File: src/hdl/ptr_defines.svh
// register offsets, field positions and timing defaults of the tape reader control
`ifndef PTR_DEFINES_SVH
`define PTR_DEFINES_SVH

`define ADDR_W 8
`define ADDR_CTRL 8'h00
`define ADDR_CMD 8'h04
`define ADDR_STATUS 8'h08
`define ADDR_DATA 8'h0C
`define ADDR_ASM_LO 8'h10
`define ADDR_ASM_HI 8'h14

`define CTRL_CONNECT 0
`define CTRL_STOP 1
`define CTRL_ASSEMBLY 2

`define CMD_CLUTCH_SET 0
`define CMD_CLUTCH_CLR 1
`define CMD_DIR_SET 2
`define CMD_DIR_CLR 3

`define DATA_BITS 6
`define HOLE_BITS 7
`define SEVENTH_HOLE 6
`define END_MARK_CODE 6'h3B
`define ASM_BITS 36
`define ASM_HI_BITS 4

`define REV_DELAY_DEF 16'h0400
`define BRAKE_DELAY_DEF 16'h0200

`endif

File: src/hdl/ptr_pkg.sv
// types shared by the tape reader control
package ptr_pkg;

    typedef struct packed {
        logic connected;
        logic stop_unit;
        logic assembly;
    } ctrl_t;

    typedef struct packed {
        logic capstan_clutch;
        logic capstan_brake;
        logic reel_clutch;
        logic reel_brake;
        logic reel_booster;
    } drive_t;

    typedef enum logic {SYNC_IDLE, SYNC_WAIT} sync_state_t;

endpackage

File: src/hdl/paper_tape_reader_control.sv
// paper_tape_reader_control: feed-hole sync, reader buffer, motor and clutch sequencing
//
// The register offsets and the plain strobed port were decided locally.
`timescale 1ns/1ps
`include "ptr_defines.svh"

module paper_tape_reader_control
    import ptr_pkg::*;
#(
    parameter int DELAY_W = 16,
    parameter logic [DELAY_W-1:0] REV_DELAY = `REV_DELAY_DEF,
    parameter logic [DELAY_W-1:0] BRAKE_DELAY = `BRAKE_DELAY_DEF
) (
    input wire logic mclk_i,
    input wire logic rst_i,
    input wire logic [`ADDR_W-1:0] addr_i,
    input wire logic [31:0] wr_data_i,
    input wire logic wr_i,
    input wire logic rd_i,
    output logic [31:0] rd_data_o,
    input wire logic [`HOLE_BITS-1:0] holes_i,
    input wire logic feed_hole_i,
    input wire logic io_clock_pulse_i,
    input wire logic strip_select_i,
    output logic raise_flag_o,
    output logic motor_reverse_o,
    output logic bin_travel_o,
    output logic move_o,
    output logic capstan_clutch_o,
    output logic capstan_brake_o,
    output logic reel_clutch_o,
    output logic reel_brake_o,
    output logic reel_booster_o
);

    ctrl_t ctrl;
    logic direction_flop;
    logic direction_prev;
    logic clutch;
    logic feed_prev;
    logic feed_edge;
    logic end_mark_level;
    logic [`HOLE_BITS-1:0] char_hold;
    sync_state_t sync_state;
    logic sync_pulse;
    logic buf_load;
    logic [`DATA_BITS-1:0] reader_buffer;
    logic buf_full;
    logic [`ASM_BITS-1:0] asm_word;
    logic move;
    logic next_move;
    logic move_cond;
    logic [1:0] delay_trig;
    logic [1:0] delay_lvl;
    logic bin_travel;
    drive_t next_drive;
    drive_t drive;
    logic data_read;

    assign feed_edge = feed_hole_i & ~feed_prev;
    assign data_read = rd_i && (addr_i == `ADDR_DATA);

    assign end_mark_level = direction_flop && !holes_i[`SEVENTH_HOLE]
                            && (holes_i[`DATA_BITS-1:0] == `END_MARK_CODE);

    always_ff @(posedge mclk_i or posedge rst_i) begin
        if (rst_i) begin
            feed_prev <= 1'b0;
            char_hold <= '0;
        end else begin
            feed_prev <= feed_hole_i;
            if (feed_edge) begin
                char_hold <= holes_i;
            end
        end
    end

    // feed hole waits for the next io clock pulse
    always_ff @(posedge mclk_i or posedge rst_i) begin
        if (rst_i) begin
            sync_state <= SYNC_IDLE;
        end else begin
            case (sync_state)
                SYNC_IDLE: begin
                    if (feed_edge) begin
                        sync_state <= SYNC_WAIT;
                    end
                end
                SYNC_WAIT: begin
                    if (io_clock_pulse_i) begin
                        sync_state <= SYNC_IDLE;
                    end
                end
                default: begin
                    sync_state <= SYNC_IDLE;
                end
            endcase
        end
    end

    assign sync_pulse = (sync_state == SYNC_WAIT) && io_clock_pulse_i;
    // load needs forward travel and a seventh hole
    assign buf_load = sync_pulse && !direction_flop && char_hold[`SEVENTH_HOLE];

    // only six data bits reach the buffer
    always_ff @(posedge mclk_i or posedge rst_i) begin
        if (rst_i) begin
            reader_buffer <= '0;
        end else if (buf_load) begin
            reader_buffer <= char_hold[`DATA_BITS-1:0];
        end
    end

    // a load in the same cycle as the draining read keeps the flag set
    always_ff @(posedge mclk_i or posedge rst_i) begin
        if (rst_i) begin
            buf_full <= 1'b0;
        end else if (buf_load) begin
            buf_full <= 1'b1;
        end else if (data_read) begin
            buf_full <= 1'b0;
        end
    end

    // flag pulse for sequence 52 when connected
    always_ff @(posedge mclk_i or posedge rst_i) begin
        if (rst_i) begin
            raise_flag_o <= 1'b0;
        end else begin
            raise_flag_o <= buf_load && ctrl.connected;
        end
    end

    // assembly mode shifts six bits per transfer
    always_ff @(posedge mclk_i or posedge rst_i) begin
        if (rst_i) begin
            asm_word <= '0;
        end else if (data_read && ctrl.assembly) begin
            asm_word <= {asm_word[`ASM_BITS-`DATA_BITS-1:0], reader_buffer};
        end
    end

    always_ff @(posedge mclk_i or posedge rst_i) begin
        if (rst_i) begin
            ctrl <= '0;
        end else if (wr_i && (addr_i == `ADDR_CTRL)) begin
            ctrl.connected <= wr_data_i[`CTRL_CONNECT];
            ctrl.stop_unit <= wr_data_i[`CTRL_STOP];
            ctrl.assembly <= wr_data_i[`CTRL_ASSEMBLY];
        end
    end

    // unsynchronised end mark reverses to forward when connected
    always_ff @(posedge mclk_i or posedge rst_i) begin
        if (rst_i) begin
            direction_flop <= 1'b0;
        end else if (feed_edge && end_mark_level && ctrl.connected) begin
            direction_flop <= 1'b0;
        end else if (wr_i && (addr_i == `ADDR_CMD) && wr_data_i[`CMD_DIR_SET]) begin
            direction_flop <= 1'b1;
        end else if (wr_i && (addr_i == `ADDR_CMD) && wr_data_i[`CMD_DIR_CLR]) begin
            direction_flop <= 1'b0;
        end
    end

    // unconnected end mark stops the tape
    always_ff @(posedge mclk_i or posedge rst_i) begin
        if (rst_i) begin
            clutch <= 1'b0;
        end else if (feed_edge && end_mark_level && !ctrl.connected) begin
            clutch <= 1'b0;
        end else if (wr_i && (addr_i == `ADDR_CMD) && wr_data_i[`CMD_CLUTCH_SET]) begin
            clutch <= 1'b1;
        end else if (wr_i && (addr_i == `ADDR_CMD) && wr_data_i[`CMD_CLUTCH_CLR]) begin
            clutch <= 1'b0;
        end
    end

    always_ff @(posedge mclk_i or posedge rst_i) begin
        if (rst_i) begin
            direction_prev <= 1'b0;
        end else begin
            direction_prev <= direction_flop;
        end
    end

    assign move_cond = ctrl.connected && !ctrl.stop_unit && clutch && !delay_lvl[0];
    assign next_move = move_cond;

    always_ff @(posedge mclk_i or posedge rst_i) begin
        if (rst_i) begin
            move <= 1'b0;
        end else begin
            move <= next_move;
        end
    end

    // reversal delay on any direction change
    assign delay_trig[0] = direction_flop ^ direction_prev;
    // brake delay on each move fall
    assign delay_trig[1] = move && !next_move;

    // retriggerable delay units, lengths in clock cycles
    generate
        for (genvar i = 0; i < 2; i++) begin : g_delay
            logic [DELAY_W-1:0] count;
            always_ff @(posedge mclk_i or posedge rst_i) begin
                if (rst_i) begin
                    count <= '0;
                end else if (delay_trig[i]) begin
                    count <= (i == 0) ? REV_DELAY : BRAKE_DELAY;
                end else if (count != '0) begin
                    count <= count - 1'b1;
                end
            end
            assign delay_lvl[i] = (count != '0);
        end
    endgenerate

    assign bin_travel = direction_flop ^ delay_lvl[0];

    // strip select holds the reel braked; otherwise the reel follows move
    always_comb begin
        next_drive = '0;
        if (strip_select_i) begin
            next_drive.capstan_clutch = move;
            next_drive.capstan_brake = !move;
            next_drive.reel_clutch = 1'b0;
            next_drive.reel_brake = 1'b1;
            next_drive.reel_booster = 1'b0;
        end else begin
            next_drive.capstan_clutch = bin_travel && (move || delay_lvl[1]);
            next_drive.capstan_brake = !next_drive.capstan_clutch;
            next_drive.reel_clutch = move;
            next_drive.reel_brake = !move;
            next_drive.reel_booster = delay_lvl[1];
        end
    end

    // brakes held on through reset so a powered-up transport cannot coast
    always_ff @(posedge mclk_i or posedge rst_i) begin
        if (rst_i) begin
            drive <= '{capstan_brake: 1'b1, reel_brake: 1'b1, default: 1'b0};
            motor_reverse_o <= 1'b0;
            bin_travel_o <= 1'b0;
            move_o <= 1'b0;
        end else begin
            drive <= next_drive;
            motor_reverse_o <= direction_flop;
            bin_travel_o <= bin_travel;
            move_o <= move;
        end
    end

    assign capstan_clutch_o = drive.capstan_clutch;
    assign capstan_brake_o = drive.capstan_brake;
    assign reel_clutch_o = drive.reel_clutch;
    assign reel_brake_o = drive.reel_brake;
    assign reel_booster_o = drive.reel_booster;

    // reads answer one cycle later; unmapped offsets read zero
    always_ff @(posedge mclk_i or posedge rst_i) begin
        if (rst_i) begin
            rd_data_o <= '0;
        end else if (rd_i) begin
            case (addr_i)
                `ADDR_CTRL: rd_data_o <= {29'h0, ctrl.assembly, ctrl.stop_unit,
                                          ctrl.connected};
                `ADDR_STATUS: rd_data_o <= {24'h0, buf_full, delay_lvl[1], delay_lvl[0],
                                            bin_travel, move, clutch, direction_flop,
                                            sync_state == SYNC_WAIT};
                `ADDR_DATA: rd_data_o <= {26'h0, reader_buffer};
                `ADDR_ASM_LO: rd_data_o <= asm_word[31:0];
                `ADDR_ASM_HI: rd_data_o <= {28'h0, asm_word[`ASM_BITS-1:32]};
                default: rd_data_o <= '0;
            endcase
        end else begin
            rd_data_o <= '0;
        end
    end
endmodule

File: config.mk
export PLATFORM = sky130hd
export DESIGN_NAME = paper_tape_reader_control
export DESIGN_NICKNAME = d
export VERILOG_FILES = /design/src/hdl/ptr_pkg.sv /design/src/hdl/paper_tape_reader_control.sv
export VERILOG_INCLUDE_DIRS = /design/src /design/src/hdl
export SDC_FILE = /design/constraint.sdc
export NUM_CORES = 1
export LEC_CHECK = 0
export ABC_AREA = 1
export BUFFER_PORTS_ARGS = -buffer_cell sky130_fd_sc_hd__clkbuf_2
export CORE_UTILIZATION = 45
export CTS_CLUSTER_SIZE = 30
export DETAILED_ROUTE_END_ITERATION = 16
export MAX_ROUTING_LAYER = met4
export PLACE_DENSITY = 0.67
export SYNTH_ARGS = -nofsm -noshare
export SYNTH_HDL_FRONTEND = slang
export SYNTH_SLANG_ARGS = --single-unit
File: constraint.sdc
create_clock -name mclk_i -period 4.2 [get_ports mclk_i]
set_clock_uncertainty 0.2 [all_clocks]
set_input_delay 0.21 -clock mclk_i [delete_from_list [all_inputs] [get_ports mclk_i]]
set_output_delay 0.21 -clock mclk_i [all_outputs]
set_load 0.02 [all_outputs]
=== Word level (Yosys, flattened, before mapping) ===
Cells that the tools add are included.

* Output and inout port bits: 41
* Logic and storage cells: 94
* Bits in registers: 131
* Bits of input ports: 54

* Mux-type cells: 18
* Add/sub/neg operators: 2
* Eq/ne operators: 6
* Bitwise gates (word level): 5
* Reductions and logical operators: 39

{| class="wikitable"
|+ Operator list
! cell !! count
|-
| one-hot mux 32 bit (5 select lines) || 1
|-
| 2-to-1 mux 16 bit || 4
|-
| 2-to-1 mux 32 bit || 1
|-
| nonzero test 16 bit || 2
|-
| subtractor 16 x 1 -> 16 bit (second input constant) || 2
|-
| logical AND 1 bit || 22
|-
| equality test 8 x 4 -> 1 bit (second input constant) || 2
|-
| equality test 8 x 5 -> 1 bit (second input constant) || 2
|-
| 2-to-1 mux 1 bit || 10
|-
| equality test 8 x 3 -> 1 bit (second input constant) || 1
|-
| zero test 1 bit || 8
|-
| zero test 8 bit || 1
|-
| equality test 6 bit (second input constant) || 1
|-
| nonzero test 2 bit || 3
|-
| nonzero test 3 bit || 2
|-
| 2-to-1 mux 5 bit || 1
|-
| NOT 1 bit || 2
|-
| one-hot mux 1 bit (2 select lines) || 1
|-
| XOR 1 bit || 2
|-
| AND 1 bit || 1
|-
| logical OR 1 bit || 1
|}

=== Logic depth before layout (Yosys ltp) ===
* Depth after elaboration: 7
* Mapped depth: 10
* Gate-level depth less buffers: 10

=== Least setup slack after synthesis ===
No wires, ideal clock.

* Path kind: reg-to-reg
* From: reg g_delay[0].count[0]
* To: reg g_delay[0].count[1]
* Path buffers: 0
* Arrival: 1.458 ns
* Path slack: 2.421 ns
* Stages on the path, launching flop included: 10
* Data required time: 3.879 ns
* Period minus slack after synthesis: 1.779 ns
* Setup time: 0.121 ns
* Cells stage by stage: dfrtp_1 inv_1 ha_1 nand2_1 nor2_1 nand2_1 nor2_4 inv_1 nand2_1 o21ai_1

* Longest elaborated chain between the ends: 3
* Elaborated cells between the ends (all ways): 5
* Those cells by class: 1 x add/sub; 2 x mux; 2 x reduce/logical

{| class="wikitable"
|+ RTL lines
! what !! line !! RTL
|-
| start, declared || paper_tape_reader_control.sv:206 || <nowiki>logic [DELAY_W-1:0] count;</nowiki>
|-
| start signal, assigned || paper_tape_reader_control.sv:211 || <nowiki>count <= (i == 0) ? REV_DELAY : BRAKE_DELAY;</nowiki>
|-
| start signal, assigned || paper_tape_reader_control.sv:213 || <nowiki>count <= count - 1'b1;</nowiki>
|-
| subtractor 16 x 1 -> 16 bit || paper_tape_reader_control.sv:213 ||
|-
| 2-to-1 mux 16 bit || paper_tape_reader_control.sv:212 || <nowiki>end else if (count != '0) begin</nowiki>
|-
| 2-to-1 mux 16 bit || paper_tape_reader_control.sv:210 || <nowiki>end else if (delay_trig[i]) begin</nowiki>
|}

Parallel ways exist; a longest one is shown, timed or not. The select of a mux whose other input is x is not followed.
A chain may end at the register's enable or synchronous reset.

=== Final worst setup path ===
* From: in addr_i[1]
* To: reg direction_flop

* Longest elaborated chain between the ends: 5
* Elaborated cells between the ends (all ways): 7
* Those cells by class: 1 x eq/ne; 2 x mux; 4 x reduce/logical

{| class="wikitable"
|+ RTL lines
! what !! line !! RTL
|-
| start, declared || paper_tape_reader_control.sv:16 || <nowiki>input wire logic [`ADDR_W-1:0] addr_i,</nowiki>
|-
| equality test 8 x 3 -> 1 bit (no source line) (*) || -- ||
|-
| logical AND 1 bit (*) || paper_tape_reader_control.sv:159, paper_tape_reader_control.sv:161 ||
|-
| logical AND 1 bit || paper_tape_reader_control.sv:159 || <nowiki>end else if (wr_i && (addr_i == `ADDR_CMD) && wr_data_i[`CMD_DIR_SET]) begin</nowiki>
|-
| 2-to-1 mux 1 bit || paper_tape_reader_control.sv:159 ||
|-
| 2-to-1 mux 1 bit || paper_tape_reader_control.sv:157 || <nowiki>end else if (feed_edge && end_mark_level && ctrl.connected) begin</nowiki>
|-
| end signal, assigned || paper_tape_reader_control.sv:158 || <nowiki>direction_flop <= 1'b0;</nowiki>
|-
| end signal, assigned || paper_tape_reader_control.sv:160 || <nowiki>direction_flop <= 1'b1;</nowiki>
|-
| end signal, assigned || paper_tape_reader_control.sv:162 || <nowiki>direction_flop <= 1'b0;</nowiki>
|-
| end, declared || paper_tape_reader_control.sv:37 || <nowiki>logic direction_flop;</nowiki>
|}

Every way passes the cells marked *; elsewhere a longest branch is shown, timed or not.

==> run summary <==
Async SR Flop Fraction = 100.0%
critical path depth in cells = 10
crit path buf inv count = 3
TritonCTS clock tree = yes
Yosys top cell area share = 55.13%
Slew Viols, Final = 0
gr usage total = 21.59%
number of warning messages in the yosys log = 0
CTS clk-pin slew, worst paths = 60 ps
timing endpoint of the critical path = direction_flop
worst hold start = addr_i[3]
static power due to leakage = 3.651 nW
Synth Flop Type = dfrtp_1
CTS max path bufs = 2
Vias = 4,783
Worst-Skew Late Latency = 410 ps
RR Endpoint = g_delay[0].count[1]
depth of the CTS H-tree = 4
met1 GRT Util = 28.68%
Synth cell types = 34
CORE AREA = 0.01267 mm^2
largest area contributor in the netlist = dfrtp_1
Seq pwr share = 43.6%
GR met3 Demand/Resource = 4.603%
# DRC = 0
pin count of the biggest net entering global routing = 68
maximum VDD drop = 0.3305 mV
Fillers = 1,186
Synth Area per Inst = 8.271 um^2
Peak Freq = 0.4026 GHz
antenna violations before repair = 0
Post-Syn Nets = 765
met2 Resource Use GR = 31.83%
critical path type = in2reg
number of global-route vias before repair = 4,668
P&R area growth vs syn = 20.71%
CP required = 4350 ps
status = completed
placed cell count = 933
flop2flop setup slack = 2100 ps
initial core utilization = 46.21%
Worst Tran Pin Value = 837.7 ps
final setup violating endpoints = 0
RD Place Congestion = 0.9037
critical path's slowest cell = dlygate4sd3_1
CP arrival = 2630 ps
CP top delay family = buffers and inverters
Worst Reg2Reg Path Length in Cells = 9
Sw Pwr = 0.001222 W
register area share after synthesis = 56.03%
die height = 116.1 um
# IOs = 95
GR peak layer = met2
detailed-route wire length per cell = 12.60 um
slew margin rel. = 43.95%
worst setup path startpoint = addr_i[1]
root buf cell = clkbuf_16
Die Wd = 116.1 um
full die area = 0.01347 mm^2
max incr delay on CP = 560 ps
share of layout cells above drive strength 1 = 14.55%
max_cap viols = 0
Final nets = 856
HP Class = in2reg
Switching Share = 32.81%
fin area = 0.007068 mm^2
clock network power share = 35.4%
Post-DRT Antenna Nets = 0
combinational share of power = 21.0%
worst-path cell chain = clkbuf_2 -> nor2_2 -> nand2_2 -> nor2_1 -> nand2_1 -> nor2_1 -> nand2_1 -> dlygate4sd3_1 -> a21oi_1 -> dlygate4sd3_1
P per Cell Area = 526.9 mW/mm^2
drt total wl = 12.39 mm
port buffer count = 66
Critical Path Start Type = input port
Pint = 0.002502 W
ANT cells = 0
RSZ-0062 raised after global routing = no
Cell Area, Placed = 0.006347 mm^2
Synth area leaders = dfrtp_1 55%, nand2_1 11%, nor2_1 7.1%, nand3_1 6.9%, inv_1 6.2%
# rows = 41
Fin Setup TNS = 0 ps
Yosys reg bits = 131
Synth Cell Area = 0.005856 mm^2
Remaining Overflow, GRT = 0
Post-CTS Setup Repair Bufs = 0
Sinks on Clock Net = 131
Resized cells post-CTS = 0
number of synthesized flops with an enable pin = 0
reg2reg start = g_delay[0].count[0]
Final Hold Fails = 0
number of DRC markers after the initial detailed-route iteration = 275
final period utilization = 59.14%
TritonCTS buffer count = 17
TritonRoute pass-1 iters = 5
worst-path fanout max = 7
post-synthesis instance total = 708
Cell Count, Final, Fillers Out = 983
via/cell ratio = 4.866
Final Critical Period = 2484 ps
CP Capture Type = flop
first-pass GRT wire length = 21.67 mm
hpwl dp = 8.626 mm
==> cell families after synthesis <==
family,after synthesis,share of synthesized area [%]
AOI/OAI and AO/OA,52,4.658
and+or+nand+nor,399,29.47
adders and majority gates,3,0.6411
DFF,131,56.03
muxes,2,0.3846
xor gates and xnor gates,7,1.047
buffers and inverters,114,7.778
==> through the flow <==
step                      setup slack, ps  utilization, %  power, W  hold WS [ps]
after floorplan                     295.6               -  0.002215         41.43
after global placement               2097           50.09  0.002385         135.7
after detailed placement             2053           50.09  0.002411         146.7
after CTS                            1783           55.78  0.003757         27.51
after global routing                 1558           55.78  0.003970         91.96
final                                1716           55.78  0.003724         36.30
==> cells in the mapped netlist, drive strengths merged, types with 3 or more instances <==
master  number
a21oi        7
buf          9
clkbuf       6
dfrtp      129
ha           3
inv         98
nand2      175
nand3       81
nand3b       3
nand4       10
nor2       116
nor3        10
o21ai       39
or2          3
xnor2        3
xor2         4
==> how the worst min path moves through the flow <==
stage | to | depth (start not counted) | slack, ps
after CTS | rd_data_o[7] | 5 | 30
after floorplan | feed_prev | 0 | 40
final | rd_data_o[7] | 5 | 40
after global routing | rd_data_o[7] | 5 | 90
after detailed placement | feed_prev | 1 | 150
after global placement | feed_prev | 1 | 140
==> final cells by class <==
class / count / area [um^2] / area share, %
Clock buffer: 17 / 425.4 / 6.019
Multi-Input combinational cell: 463 / 2120 / 29.99
Sequential cell: 131 / 3281 / 46.42
Timing Repair Buffer: 87 / 548.0 / 7.754
Tap cell: 172 / 215.2 / 3.045
Clock inverter: 14 / 105.1 / 1.487
Inverter: 99 / 374.1 / 5.293
==> flip-flops by register name, summed over array words and instances, names as in the netlist, 3 cells and up <==
register and cells:
reader_buffer 6, rd_data_o 32, char_hold 7, asm_word 36
g_delay.count 32, ctrl 3
==> worst register-to-register path: cells and delay by family, from the launching register on <==
family,cells,cell delay (ps)
and+or+nand+nor,5,880
DFF,1,380
adders and majority gates,1,270
buffers and inverters,2,220
AOI/OAI and AO/OA,1,50
==> layer usage <==
| metal | vias up | routed length [um] | share of wire [%] |
|---|---|---|---|
| met5 | - | 0 | 0 |
| met4 | 0 | 286 | 2.3 |
| met3 | 29 | 518 | 4.2 |
| met2 | 125 | 5571 | 45 |
| met1 | 2218 | 6010 | 49 |
| li1 | 2411 | - | - |
==> repair_timing <==
item                       CTS  global route
setup endpoints to repair    0             0
hold endpoints to repair    84             0
hold buffers                19             0
==> power groups by stage <==
stage | Combinational (W) | Clock (W) | Sequential, W
final | 0.000784 | 0.00132 | 0.00162
after global placement | 0.000752 | 0 | 0.00163
after CTS | 0.000790 | 0.00135 | 0.00162
after floorplan | 0.000621 | 0 | 0.00159
after detailed placement | 0.000772 | 0 | 0.00164
after global routing | 0.000924 | 0.00140 | 0.00165
==> placed cells by master, fill, tap and decap left out, types with 7 or more instances in the layout <==
cell | synthesis | routed
a21oi_1 | 7 | 7
clkbuf_16 | 0 | 17
clkbuf_2 | 1 | 66
dfrtp_1 | 129 | 129
dlygate4sd3_1 | 0 | 19
inv_1 | 96 | 95
nand2_1 | 171 | 171
nand3_1 | 81 | 81
nand4_1 | 10 | 10
nor2_1 | 111 | 111
nor3_1 | 10 | 10
o21ai_0 | 21 | 21
o21ai_1 | 18 | 18
No activity file was read; power rests on OpenSTA's default activity.
